### src/logic/uoc_params.svh
// Constants for the USB OTG power and interrupt control block
`ifndef UOC_PARAMS_SVH
`define UOC_PARAMS_SVH

// ----------------------------------------
// Register byte addresses
// ----------------------------------------
`define UOC_ADDR_OTG 4'h0
`define UOC_ADDR_PWR 4'h4
`define UOC_ADDR_IRQ 4'h8
`define UOC_ADDR_W 4

// ----------------------------------------
// Line control bit positions
// ----------------------------------------
`define UOC_B_DPPU 7
`define UOC_B_DMPU 6
`define UOC_B_DPPD 5
`define UOC_B_DMPD 4
`define UOC_B_VBON 3
`define UOC_B_OWN 2
`define UOC_B_VCHG 1
`define UOC_B_VDIS 0

// ----------------------------------------
// Power control bit positions
// ----------------------------------------
`define UOC_B_ACTP 7
`define UOC_B_GUARD 4
`define UOC_B_BUSY 3
`define UOC_B_SUSP 1
`define UOC_B_PWR 0

// ----------------------------------------
// Interrupt flag layout
// ----------------------------------------
`define UOC_B_ERR 1
`define UOC_B_TOKEN 3
`define UOC_IRQ_WC_MASK 8'hfd
`define UOC_B_RESUME 5
`define UOC_B_IDLE 4

// ----------------------------------------
// Reset values and timing
// ----------------------------------------
`define UOC_RST8 8'h00
`define UOC_CLK_MHZ 100
`define UOC_RESUME_NS 2500
`define UOC_IDLE_US 3000
`define UOC_RESUME_CYC ((`UOC_RESUME_NS * `UOC_CLK_MHZ) / 1000)
`define UOC_IDLE_CYC (`UOC_IDLE_US * `UOC_CLK_MHZ)
`define UOC_BUSY_CYC 8'h10
`define UOC_RESP_OK 2'b00
`define UOC_RESP_ERR 2'b10

`endif

### src/logic/uoc_pkg.sv
// Types for the USB OTG power and interrupt control block
package uoc_pkg;
   typedef enum logic [1:0] {
      UOC_OFF = 2'b00,
      UOC_ON = 2'b01,
      UOC_DRAIN = 2'b10
   } uoc_pstate_t;
endpackage

### src/logic/uoc_line_timer.sv
// Persistence timer: pulses once a level has held for a set count
module uoc_line_timer #(
   parameter int unsigned CYC = 250
) (
   // Clock and reset
   input wire logic aclk,
   input wire logic aresetn,
   // Watched level and detection pulse
   input wire logic level,
   output logic hit
);
   logic [31:0] cnt_ff;
   logic [31:0] nxt_cnt;
   logic hit_ff;
   logic nxt_hit;

   always_comb begin
      nxt_cnt = 32'h0;
      nxt_hit = 1'b0;
      if (level) begin
         if (cnt_ff < CYC) begin
            nxt_cnt = cnt_ff + 32'h1;
            nxt_hit = (cnt_ff == CYC - 1);
         end else begin
            nxt_cnt = cnt_ff;
         end
      end
   end

   always_ff @(posedge aclk) begin
      if (!aresetn) begin
         cnt_ff <= 32'h0;
         hit_ff <= 1'b0;
      end else begin
         cnt_ff <= nxt_cnt;
         hit_ff <= nxt_hit;
      end
   end

   assign hit = hit_ff;
endmodule

### src/logic/uoc_ctrl.sv
// USB OTG line, power and interrupt flag control with AXI4-Lite registers
// Functional notes
// - D+ pull-up connects when line control bit 7 is one.
// - D- pull-up connects when line control bit 6 is one.
// - D+ pull-down connects when line control bit 5 is one.
// - D- pull-down connects when line control bit 4 is one.
// - Bit 2 gives software the pull controls; otherwise hardware drives them.
// - Bit 3 requests VBUS power.
// - Bit 1 charges VBUS through a pull-up resistor.
// - Bit 0 discharges VBUS through a pull-down resistor.
// - Power bit 7 reads one while activity seen but interrupt not generated.
// - Sleep guard blocks sleep while activity or notification pending.
// - Busy reads one while active or not yet ready to re-enable.
// - Suspend gates the 48 MHz clock and lowers transceiver power.
// - Power enable off holds pull, VBUS and clock outputs inactive, releases pins, stops analog.
// - Flag bits 7..2 and 0 set by hardware, write-one-clear; bit 1 read-only.
// - Bits 31..8 of each register read zero.
// - Flag bit 0 is bus reset in device mode, detach in host mode.
// - Resume flag sets after K state holds 2.5 us.
// - Idle flag sets after bus idle for 3 ms.
// - Clearing token-done flag advances the status FIFO.
`include "uoc_params.svh"
module uoc_ctrl
   import uoc_pkg::*;
#(
   parameter int unsigned IDLE_CYC = `UOC_IDLE_CYC
) (
   // Clock and reset
   input wire logic aclk,
   input wire logic aresetn,
   // AXI4-Lite write address and data
   input wire logic [`UOC_ADDR_W-1:0] s_axi_awaddr,
   input wire logic s_axi_awvalid,
   output logic s_axi_awready,
   input wire logic [31:0] s_axi_wdata,
   input wire logic [3:0] s_axi_wstrb,
   input wire logic s_axi_wvalid,
   output logic s_axi_wready,
   // AXI4-Lite write response
   output logic [1:0] s_axi_bresp,
   output logic s_axi_bvalid,
   input wire logic s_axi_bready,
   // AXI4-Lite read
   input wire logic [`UOC_ADDR_W-1:0] s_axi_araddr,
   input wire logic s_axi_arvalid,
   output logic s_axi_arready,
   output logic [31:0] s_axi_rdata,
   output logic [1:0] s_axi_rresp,
   output logic s_axi_rvalid,
   input wire logic s_axi_rready,
   // Line and transceiver status from the pins
   input wire logic k_state_pin,
   input wire logic idle_state_pin,
   // Mode, one-cycle event pulses, error level and pull requests from the USB engine
   input wire logic host_mode,
   input wire logic [7:0] hw_event,
   input wire logic error_summary,
   input wire logic activity_seen,
   input wire logic hw_dplus_pullup,
   input wire logic hw_dminus_pullup,
   input wire logic hw_dplus_pulldown,
   input wire logic hw_dminus_pulldown,
   // Pad and power controls
   output logic dplus_pullup_en,
   output logic dminus_pullup_en,
   output logic dplus_pulldown_en,
   output logic dminus_pulldown_en,
   output logic vbus_power_on,
   output logic vbus_charge_en,
   output logic vbus_discharge_en,
   output logic usb_clk_gate_en,
   output logic xcvr_low_power,
   output logic analog_en,
   output logic pins_owned,
   output logic sleep_block,
   output logic stat_fifo_advance
);
   // ----------------------------------------
   // State
   // ----------------------------------------
   logic [7:0] otg_ff, nxt_otg;
   logic [7:0] pwr_ff, nxt_pwr;
   logic [7:0] irq_ff, nxt_irq;
   logic act_pnd_ff, nxt_act_pnd;
   logic adv_ff, nxt_adv;
   uoc_pstate_t pst_ff, nxt_pst;
   logic [7:0] drain_ff, nxt_drain;
   logic aw_ff, nxt_aw, w_ff, nxt_w, b_ff, nxt_b, r_ff, nxt_r;
   logic [`UOC_ADDR_W-1:0] awa_ff, nxt_awa;
   logic [31:0] wd_ff, nxt_wd, rd_ff, nxt_rd;
   logic [1:0] bresp_ff, nxt_bresp, rresp_ff, nxt_rresp;
   logic [1:0] k_sync_ff, i_sync_ff;
   logic resume_hit, idle_hit, busy, do_wr, pwr_on;
   logic [7:0] clr;

   // ----------------------------------------
   // Pin synchronisers and persistence timers
   // ----------------------------------------
   always_ff @(posedge aclk) begin
      if (!aresetn) begin
         k_sync_ff <= 2'b00;
         i_sync_ff <= 2'b00;
      end else begin
         k_sync_ff <= {k_sync_ff[0], k_state_pin};
         i_sync_ff <= {i_sync_ff[0], idle_state_pin};
      end
   end

   uoc_line_timer #(.CYC(`UOC_RESUME_CYC)) u_resume (
      .aclk(aclk),
      .aresetn(aresetn),
      .level(k_sync_ff[1] & pwr_on),
      .hit(resume_hit)
   );

   uoc_line_timer #(.CYC(IDLE_CYC)) u_idle (
      .aclk(aclk),
      .aresetn(aresetn),
      .level(i_sync_ff[1] & pwr_on),
      .hit(idle_hit)
   );

   // ----------------------------------------
   // Bus slave
   // ----------------------------------------
   assign s_axi_awready = !aw_ff && !b_ff;
   assign s_axi_wready = !w_ff && !b_ff;
   assign s_axi_arready = !r_ff;
   assign do_wr = aw_ff && w_ff && !b_ff;

   always_comb begin
      nxt_aw = aw_ff;
      nxt_w = w_ff;
      nxt_awa = awa_ff;
      nxt_wd = wd_ff;
      nxt_b = b_ff;
      nxt_bresp = bresp_ff;
      nxt_r = r_ff;
      nxt_rd = rd_ff;
      nxt_rresp = rresp_ff;
      if (s_axi_awvalid && s_axi_awready) begin
         nxt_aw = 1'b1;
         nxt_awa = s_axi_awaddr;
      end
      if (s_axi_wvalid && s_axi_wready) begin
         nxt_w = 1'b1;
         nxt_wd = s_axi_wdata & {24'h0, {8{s_axi_wstrb[0]}}};
      end
      if (do_wr) begin
         nxt_aw = 1'b0;
         nxt_w = 1'b0;
         nxt_b = 1'b1;
         nxt_bresp = (awa_ff == `UOC_ADDR_OTG || awa_ff == `UOC_ADDR_PWR ||
                      awa_ff == `UOC_ADDR_IRQ) ? `UOC_RESP_OK : `UOC_RESP_ERR;
      end
      if (b_ff && s_axi_bready) begin
         nxt_b = 1'b0;
      end
      if (s_axi_arvalid && s_axi_arready) begin
         nxt_r = 1'b1;
         nxt_rresp = `UOC_RESP_OK;
         case (s_axi_araddr)
            `UOC_ADDR_OTG: nxt_rd = {24'h0, otg_ff};
            `UOC_ADDR_PWR: nxt_rd = {24'h0, act_pnd_ff, 2'b00, pwr_ff[`UOC_B_GUARD], busy,
                                     1'b0, pwr_ff[`UOC_B_SUSP], pwr_ff[`UOC_B_PWR]};
            `UOC_ADDR_IRQ: nxt_rd = {24'h0, irq_ff};
            default: begin
               nxt_rd = 32'h0;
               nxt_rresp = `UOC_RESP_ERR;
            end
         endcase
      end else if (r_ff && s_axi_rready) begin
         nxt_r = 1'b0;
      end
   end

   // ----------------------------------------
   // Registers and flags
   // ----------------------------------------
   // Engine status may be invalid while disabled and busy; software must wait
   assign pwr_on = pwr_ff[`UOC_B_PWR];
   // Busy must not dip in the cycle power drops, before the drain state is entered
   assign busy = pwr_on || (pst_ff != UOC_OFF);
   assign clr = (do_wr && awa_ff == `UOC_ADDR_IRQ) ? (wd_ff[7:0] & `UOC_IRQ_WC_MASK) : 8'h00;

   always_comb begin
      logic [7:0] set;
      set = pwr_on ? (hw_event & `UOC_IRQ_WC_MASK) : 8'h00;
      set[`UOC_B_RESUME] = set[`UOC_B_RESUME] | resume_hit;
      set[`UOC_B_IDLE] = set[`UOC_B_IDLE] | idle_hit;
      nxt_otg = otg_ff;
      nxt_pwr = pwr_ff;
      if (do_wr && awa_ff == `UOC_ADDR_OTG) begin
         nxt_otg = wd_ff[7:0];
      end
      if (do_wr && awa_ff == `UOC_ADDR_PWR) begin
         nxt_pwr = wd_ff[7:0] & 8'h13;
      end
      nxt_irq = (irq_ff & ~clr) | set;
      nxt_irq[`UOC_B_ERR] = pwr_on & error_summary;
      nxt_adv = clr[`UOC_B_TOKEN] & irq_ff[`UOC_B_TOKEN];
      nxt_act_pnd = pwr_on && (activity_seen || (act_pnd_ff && !set[`UOC_B_RESUME]));
      nxt_pst = pst_ff;
      nxt_drain = drain_ff;
      case (pst_ff)
         UOC_OFF: if (pwr_on) nxt_pst = UOC_ON;
         UOC_ON: begin
            if (!pwr_on) begin
               nxt_pst = UOC_DRAIN;
               nxt_drain = `UOC_BUSY_CYC;
            end
         end
         UOC_DRAIN: begin
            nxt_drain = drain_ff - 8'h01;
            if (drain_ff == 8'h01) nxt_pst = UOC_OFF;
         end
         default: nxt_pst = UOC_OFF;
      endcase
   end

   always_ff @(posedge aclk) begin
      if (!aresetn) begin
         otg_ff <= `UOC_RST8;
         pwr_ff <= `UOC_RST8;
         irq_ff <= `UOC_RST8;
         act_pnd_ff <= 1'b0;
         adv_ff <= 1'b0;
         pst_ff <= UOC_OFF;
         drain_ff <= 8'h00;
         aw_ff <= 1'b0;
         w_ff <= 1'b0;
         b_ff <= 1'b0;
         r_ff <= 1'b0;
         awa_ff <= '0;
         wd_ff <= 32'h0;
         rd_ff <= 32'h0;
         bresp_ff <= `UOC_RESP_OK;
         rresp_ff <= `UOC_RESP_OK;
      end else begin
         otg_ff <= nxt_otg;
         pwr_ff <= nxt_pwr;
         irq_ff <= nxt_irq;
         act_pnd_ff <= nxt_act_pnd;
         adv_ff <= nxt_adv;
         pst_ff <= nxt_pst;
         drain_ff <= nxt_drain;
         aw_ff <= nxt_aw;
         w_ff <= nxt_w;
         b_ff <= nxt_b;
         r_ff <= nxt_r;
         awa_ff <= nxt_awa;
         wd_ff <= nxt_wd;
         rd_ff <= nxt_rd;
         bresp_ff <= nxt_bresp;
         rresp_ff <= nxt_rresp;
      end
   end

   // ----------------------------------------
   // Outputs
   // ----------------------------------------
   assign s_axi_bvalid = b_ff;
   assign s_axi_bresp = bresp_ff;
   assign s_axi_rvalid = r_ff;
   assign s_axi_rdata = rd_ff;
   assign s_axi_rresp = rresp_ff;
   assign stat_fifo_advance = adv_ff;
   // Pull controls go through the power gate so a disabled module floats the lines
   assign dplus_pullup_en = pwr_on & (otg_ff[`UOC_B_OWN] ? otg_ff[`UOC_B_DPPU] : hw_dplus_pullup);
   assign dminus_pullup_en = pwr_on & (otg_ff[`UOC_B_OWN] ? otg_ff[`UOC_B_DMPU] : hw_dminus_pullup);
   assign dplus_pulldown_en = pwr_on & (otg_ff[`UOC_B_OWN] ? otg_ff[`UOC_B_DPPD] : hw_dplus_pulldown);
   assign dminus_pulldown_en = pwr_on & (otg_ff[`UOC_B_OWN] ? otg_ff[`UOC_B_DMPD] : hw_dminus_pulldown);
   assign vbus_power_on = pwr_on & otg_ff[`UOC_B_VBON];
   assign vbus_charge_en = pwr_on & otg_ff[`UOC_B_VCHG];
   assign vbus_discharge_en = pwr_on & otg_ff[`UOC_B_VDIS];
   assign usb_clk_gate_en = pwr_on & !pwr_ff[`UOC_B_SUSP];
   assign xcvr_low_power = !pwr_on | pwr_ff[`UOC_B_SUSP];
   assign analog_en = pwr_on;
   assign pins_owned = pwr_on;
   assign sleep_block = pwr_ff[`UOC_B_GUARD] & (act_pnd_ff | activity_seen | (|irq_ff));
endmodule

### config.mk
export PLATFORM = sky130hd
export DESIGN_NAME = uoc_ctrl
export DESIGN_NICKNAME = d
export VERILOG_FILES = /design/src/logic/uoc_pkg.sv /design/src/logic/uoc_line_timer.sv /design/src/logic/uoc_ctrl.sv
export VERILOG_INCLUDE_DIRS = /design/src /design/src/logic
export SDC_FILE = /design/constraint.sdc
export NUM_CORES = 1
export LEC_CHECK = 0
export ABC_CLOCK_PERIOD_IN_PS = 2300
export BUFFER_PORTS_ARGS = -buffer_cell sky130_fd_sc_hd__buf_4
export CORE_ASPECT_RATIO = 0.6
export CORE_MARGIN = 4
export CORE_UTILIZATION = 49
export DETAILED_ROUTE_END_ITERATION = 10
export PLACE_DENSITY_LB_ADDON = 0.1
export REMOVE_ABC_BUFFERS = 1
export SLEW_MARGIN = 20
export SYNTH_ARGS = -nofsm -noshare
export SYNTH_HDL_FRONTEND = slang
export SYNTH_SLANG_ARGS = --single-unit
### constraint.sdc
create_clock -name aclk -period 2.3 [get_ports aclk]
set_clock_uncertainty 0.2 [all_clocks]
set_input_delay 0.115 -clock aclk [delete_from_list [all_inputs] [get_ports aclk]]
set_output_delay 0.115 -clock aclk [all_outputs]
set_load 0.02 [all_outputs]
### Word-level counts from Yosys, hierarchy flattened

Cells that the tools add are included.

* ROM bits: 0
* memories kept: 0
* latch bits: 0
* word-level logic and storage cells: 120
* register bits after elaboration: 153
* input port bits: 68
* memory bits (writable): 0
* output and inout port bits: 54

* mux-type cells: 17
* order comparisons: 2
* bitwise gates (word level): 23
* shifts and indexed selects: 0
* div/mod/pow operators: 0
* reduce and logical (&&, ||, !) cells: 41
* equal/unequal tests: 12
* add/subtract/negate cells: 3
* multiply operators: 0

Operator list (count)
* adder 32 x 1 -> 32 bit (second input constant): 2
* equality test 32 x 19 -> 1 bit (second input constant): 1
* equality test 32 x 8 -> 1 bit (second input constant): 1
* < comparator 32 x 19 -> 1 bit (second input constant): 1
* < comparator 32 x 8 -> 1 bit (second input constant): 1
* two-way mux 8 bit: 3
* one-hot mux 8 bit (3 select lines): 1
* bitwise AND 8 bit: 2
* one-hot mux 8 bit (2 select lines): 1
* logical AND 1 bit: 14
* bitwise AND 1 bit: 13
* two-way mux 2 bit: 5
* AND reduction 3 bit: 3
* equality test 4 x 3 -> 1 bit (second input constant): 2
* equality test 4 bit (second input constant): 2
* equality test 8 x 1 -> 1 bit (second input constant): 1
* zero test 4 bit: 2
* NOT 8 bit: 1
* OR 8 bit: 1
* OR reduction 8 bit: 1
* subtractor 8 x 1 -> 8 bit (second input constant): 1
* zero test 1 bit: 7
* two-way mux 1 bit: 6
* != test 2 bit (second input constant): 3
* other kinds (11): 23

### Logic depth before layout (Yosys ltp)

* depth in word-level cells: 7
* depth in mapped cells: 7
* depth with buffers taken out: 6

### Cells and area by module

Synthesis repeated with hierarchy kept, for this count alone.

* cell total of the unflattened synthesis: 594
* area, all modules: 5515.3 sq um

Modules (own cells, without submodules)
* uoc_ctrl: area an instance 2864.0 sq um, cells each 320, instances 1
* uoc_line_timer (u_idle): area an instance 1453.9 sq um, cells each 157, instances 1
* uoc_line_timer (u_resume): area an instance 1197.4 sq um, cells each 117, instances 1

### Worst setup path before layout

No wires, ideal clock.

* path kind: reg2reg
* from: register u_idle.cnt_ff[22]
* to: register u_idle.cnt_ff[12]
* path slack: -0.086 ns
* arrival: 2.070 ns
* library setup time: 0.116 ns
* buffers on the path: 0
* period minus slack after synthesis: 2.386 ns
* cell stages (with the launch flop): 6
* cell sequence: dfxtp_1 or4_4 or4_4 a311oi_4 a31oi_1 a41o_1

* longest elaborated chain between the ends: 1

RTL lines
* start: declaration: RTL line uoc_line_timer.sv:12 `logic [31:0] cnt_ff;`
* start signal: assignment: RTL line uoc_line_timer.sv:35 `cnt_ff <= nxt_cnt;`
* < comparator 32 x 19 -> 1 bit: RTL line uoc_line_timer.sv:21 `if (cnt_ff < CYC) begin`

No other way between the ends.
A chain may end at the register's enable or synchronous reset.

### Worst setup path after layout

* from: register u_idle.cnt_ff[22]
* to: register u_idle.cnt_ff[13]

The elaborated chain is that of the path after synthesis.

==> impl_metrics.yaml <==
setup_path:
  r2r-end: "u_idle.cnt_ff[13]"
  crit_path_start_kind: "register"
  worst_path_most_repeated_cell: "buf_6"
  r2r_slack_ps: -10
  crit_path_end_kind: "register"
  critical_path_required_ps: 2440
  critPathKind: "register to register"
  crit_path_max_incr_delay_ps: 540
  worstPathCellList: "or4_4 > buf_6 > nor2_4 > nand3b_1 > buf_6 > or4_1 > a21oi_2"
  cp_slowest_cell: "or4_4"
  rr_worst_depth: 7
  path_delay_family: "simple AND/OR/NAND/NOR gates"
  cp_num_cells: 7
  cp.arrival_ps: 2450
  cp_max_fo: 20
  cp_num_buf_inv: 2
  r2r-start: "u_idle.cnt_ff[22]"
grt:
  grt.total_usage_pct: 19.9
  grt_start_max_net_pins: 36
  grt_pass1_wl_mm: 20.9
  antenna_found_initial: 0
  grt_overflow: 0
  grt_pass1_vias: 4209
yosys:
  synth-seq-cells: 127
  synth.cell_area_um2: 5460
  synth_commonest_cells: "dfxtp_1, and2_1, nand2_1"
  yosysWarnings: 0
  synth_ff_type: "dfxtp_1"
  synth-seq-area-share_pct: 46.6
  avgSynthCellArea_um2: 9.15
  ys_types: 53
  synth-edff-count: 0
  async_reset_ff_share_pct: 0
  ys_top_cells_by_area: "dfxtp_1, and2_1, mux2i_1, buf_4, nor2b_1"
  synth_top_area_cell: "dfxtp_1"
  yosys.area.top_type_share_pct: 46.6
  synthMostInstantiatedCell: "dfxtp_1"
  syn-instance-count: 597
power:
  powerDensity_nw_per_um2: 735
  p_leak_nw: 2.84
  ir_drop_mv: 0.600
clock_tree:
  cts_max_level: 4
  clk_pin_slew_ps: 60
  clkLatencyLatePin_ps: 410
  cts_buffers: 17
  clockBufferDepth: 2
  cts-root-buf: "clkbuf_16"
  cts_tree: "yes"
  clkSinkCount: 127
worst_hold_path:
  hold_end: "s_axi_rdata[7]"
  holdPathStages: 4
  hp-start: "s_axi_araddr[3]"
  min_path_type: "input pin to register"
floorplanning:
  rows: 29
  die_area_um2: 13000
  ios: 122
  initial_core_util_pct: 51.0
  die_w_um: 144
  fp.dieH_um: 89.8
  coreArea_um2: 10700
timing:
  period_needed_ps: 2310
  fmax_mhz: 432
  whs_ps: 22.0
  rsz0062_at_grt: "yes"
  fin_ws_ps: -12.4
  slew_viol_final: 0
  finalHoldViolations: 0
  tightestPinTransition_ps: 576
  slew_headroom_pct: 61.3
  period_share_pct: 101
  setup_viol: 2
  setup_tns_ps: -19.1
layout:
  drive_above_1_share_pct: 18.5
  fillers: 836
  diodes: 0
  fin_cells: 869
  final_util_pct: 67.1
  fin_nets: 791
  syn_to_final_growth_pct: 31.5
placed_design:
  place_inst: 794
  gp_congestion: 0.853
  io_buffers: 66
  dp_hpwl_mm: 8.61
drt:
  drcViolationCount: 0
  drt_wl_total_mm: 12.6
  vias: 4541
  wire_per_inst_um: 14.5
  via_per_inst: 5.23
  first_iter_violations: 338
  dr.pass1.iters: 5
  route.antenna.remaining_nets: 0
job:
  drv_cap: 0
status:
  status: "complete, but fails checks"
  failed_checks: "negative setup slack"
routing by layer:
layer | wire length [um] | global-route usage (%) | vias to the layer above
met5 | 0 | 0 | -
met4 | 155 | 6.29 | 0
met3 | 824 | 5.51 | 15
met2 | 5300 | 27.9 | 136
met1 | 6310 | 29.4 | 2113
li1 | - | - | 2277
power breakdown:
| group | internal [mW] | total [mW] | switching [mW] |
|---|---|---|---|
| registers | 2.22 | 2.24 | 0.0200 |
| logic | 0.144 | 0.286 | 0.143 |
| clock network | 1.76 | 2.75 | 0.983 |
| total | 4.13 | 5.28 | 1.15 |
worst max-delay path by stage:
stage	from	end	slack, ps
3_3_place_gp	u_idle.cnt_ff[22]	u_idle.cnt_ff[10]	-100
3_5_place_dp	u_idle.cnt_ff[22]	u_idle.cnt_ff[12]	-120
5_1_grt	u_idle.cnt_ff[22]	u_idle.cnt_ff[15]	-110
2_1_floorplan	u_idle.cnt_ff[22]	u_idle.cnt_ff[12]	-90
4_1_cts	u_idle.cnt_ff[22]	u_idle.cnt_ff[15]	-6
6_report	u_idle.cnt_ff[22]	u_idle.cnt_ff[13]	-10
kinds of logic after synthesis:
logic type / synth area share, %
and+or+nand+nor: 27.0
DFF: 46.6
AOI/OAI and AO/OA: 11.0
buffers and inverters: 6.67
muxes: 5.93
xor gates and xnor gates: 1.60
adders and majority gates: 1.15
other: 0.0687
sequential cells by signal, summed over array words and instances (netlist names), 2 cells and up:
name and flops:
u_idle.cnt_ff 32, u_resume.cnt_ff 32, drain_ff 8, irq_ff 8, otg_ff 8, s_axi_rdata 8
wd_ff 8, awa_ff 4, pwr_ff 3, i_sync_ff 2, k_sync_ff 2, pst_ff 2
layout by cell type, fill, tap and decap left out, drive strengths merged, types with 4 or more instances in the layout:
master       instances
a21oi               18
nand2b              10
clkinvlp             4
o21ai               20
or4                  9
buf                 89
ha                   5
a21boi              22
and2                52
nand3               31
conb                26
mux2i               29
dfxtp              127
nand4                7
clkbuf              19
xnor2               10
o31ai                7
and3                 9
dlygate4sd3         43
nor2b               27
nand2               43
nor3                 7
a22oi                5
nor4b                4
inv                 17
nor4                19
nor2                31
cell type report:
cell class	instances	area, um^2	share of cell area [%]
clock buffer	19	453	6.31
multi-input combinational	425	2670	37.2
timing repair buffer	132	1120	15.6
tap	139	174	2.42
sequential	127	2540	35.4
inverter	15	56.3	0.784
clock inverter	12	160	2.23
metrics by stage:
step | instance area, um^2 | power, mW | setup slack [ps]
floorplan | 5250 | 2.41 | -86.4
global placement | 6090 | 2.51 | -103
detailed placement | 6090 | 2.52 | -121
CTS | 7150 | 5.31 | -5.58
global route | 7180 | 5.46 | -111
finish | 7180 | 5.28 | -12.4
worst register-to-register path: stages (launching register included):
cell and delay (ps):
dfxtp_1 300, or4_4 540, buf_6 140, nor2_4 90, nand3b_1 110, buf_6 190, or4_1 530, a21oi_2 150
what timing repair did:
action                                 4_1_cts  5_1_grt
resized for setup                            3        5
pin swaps                                    3        3
hold buffers                                43        0
setup endpoints to repair                   13       17
buffers inserted                             0        1
endpoints found under the hold margin       40        0
(Power assumes the default switching activity.)
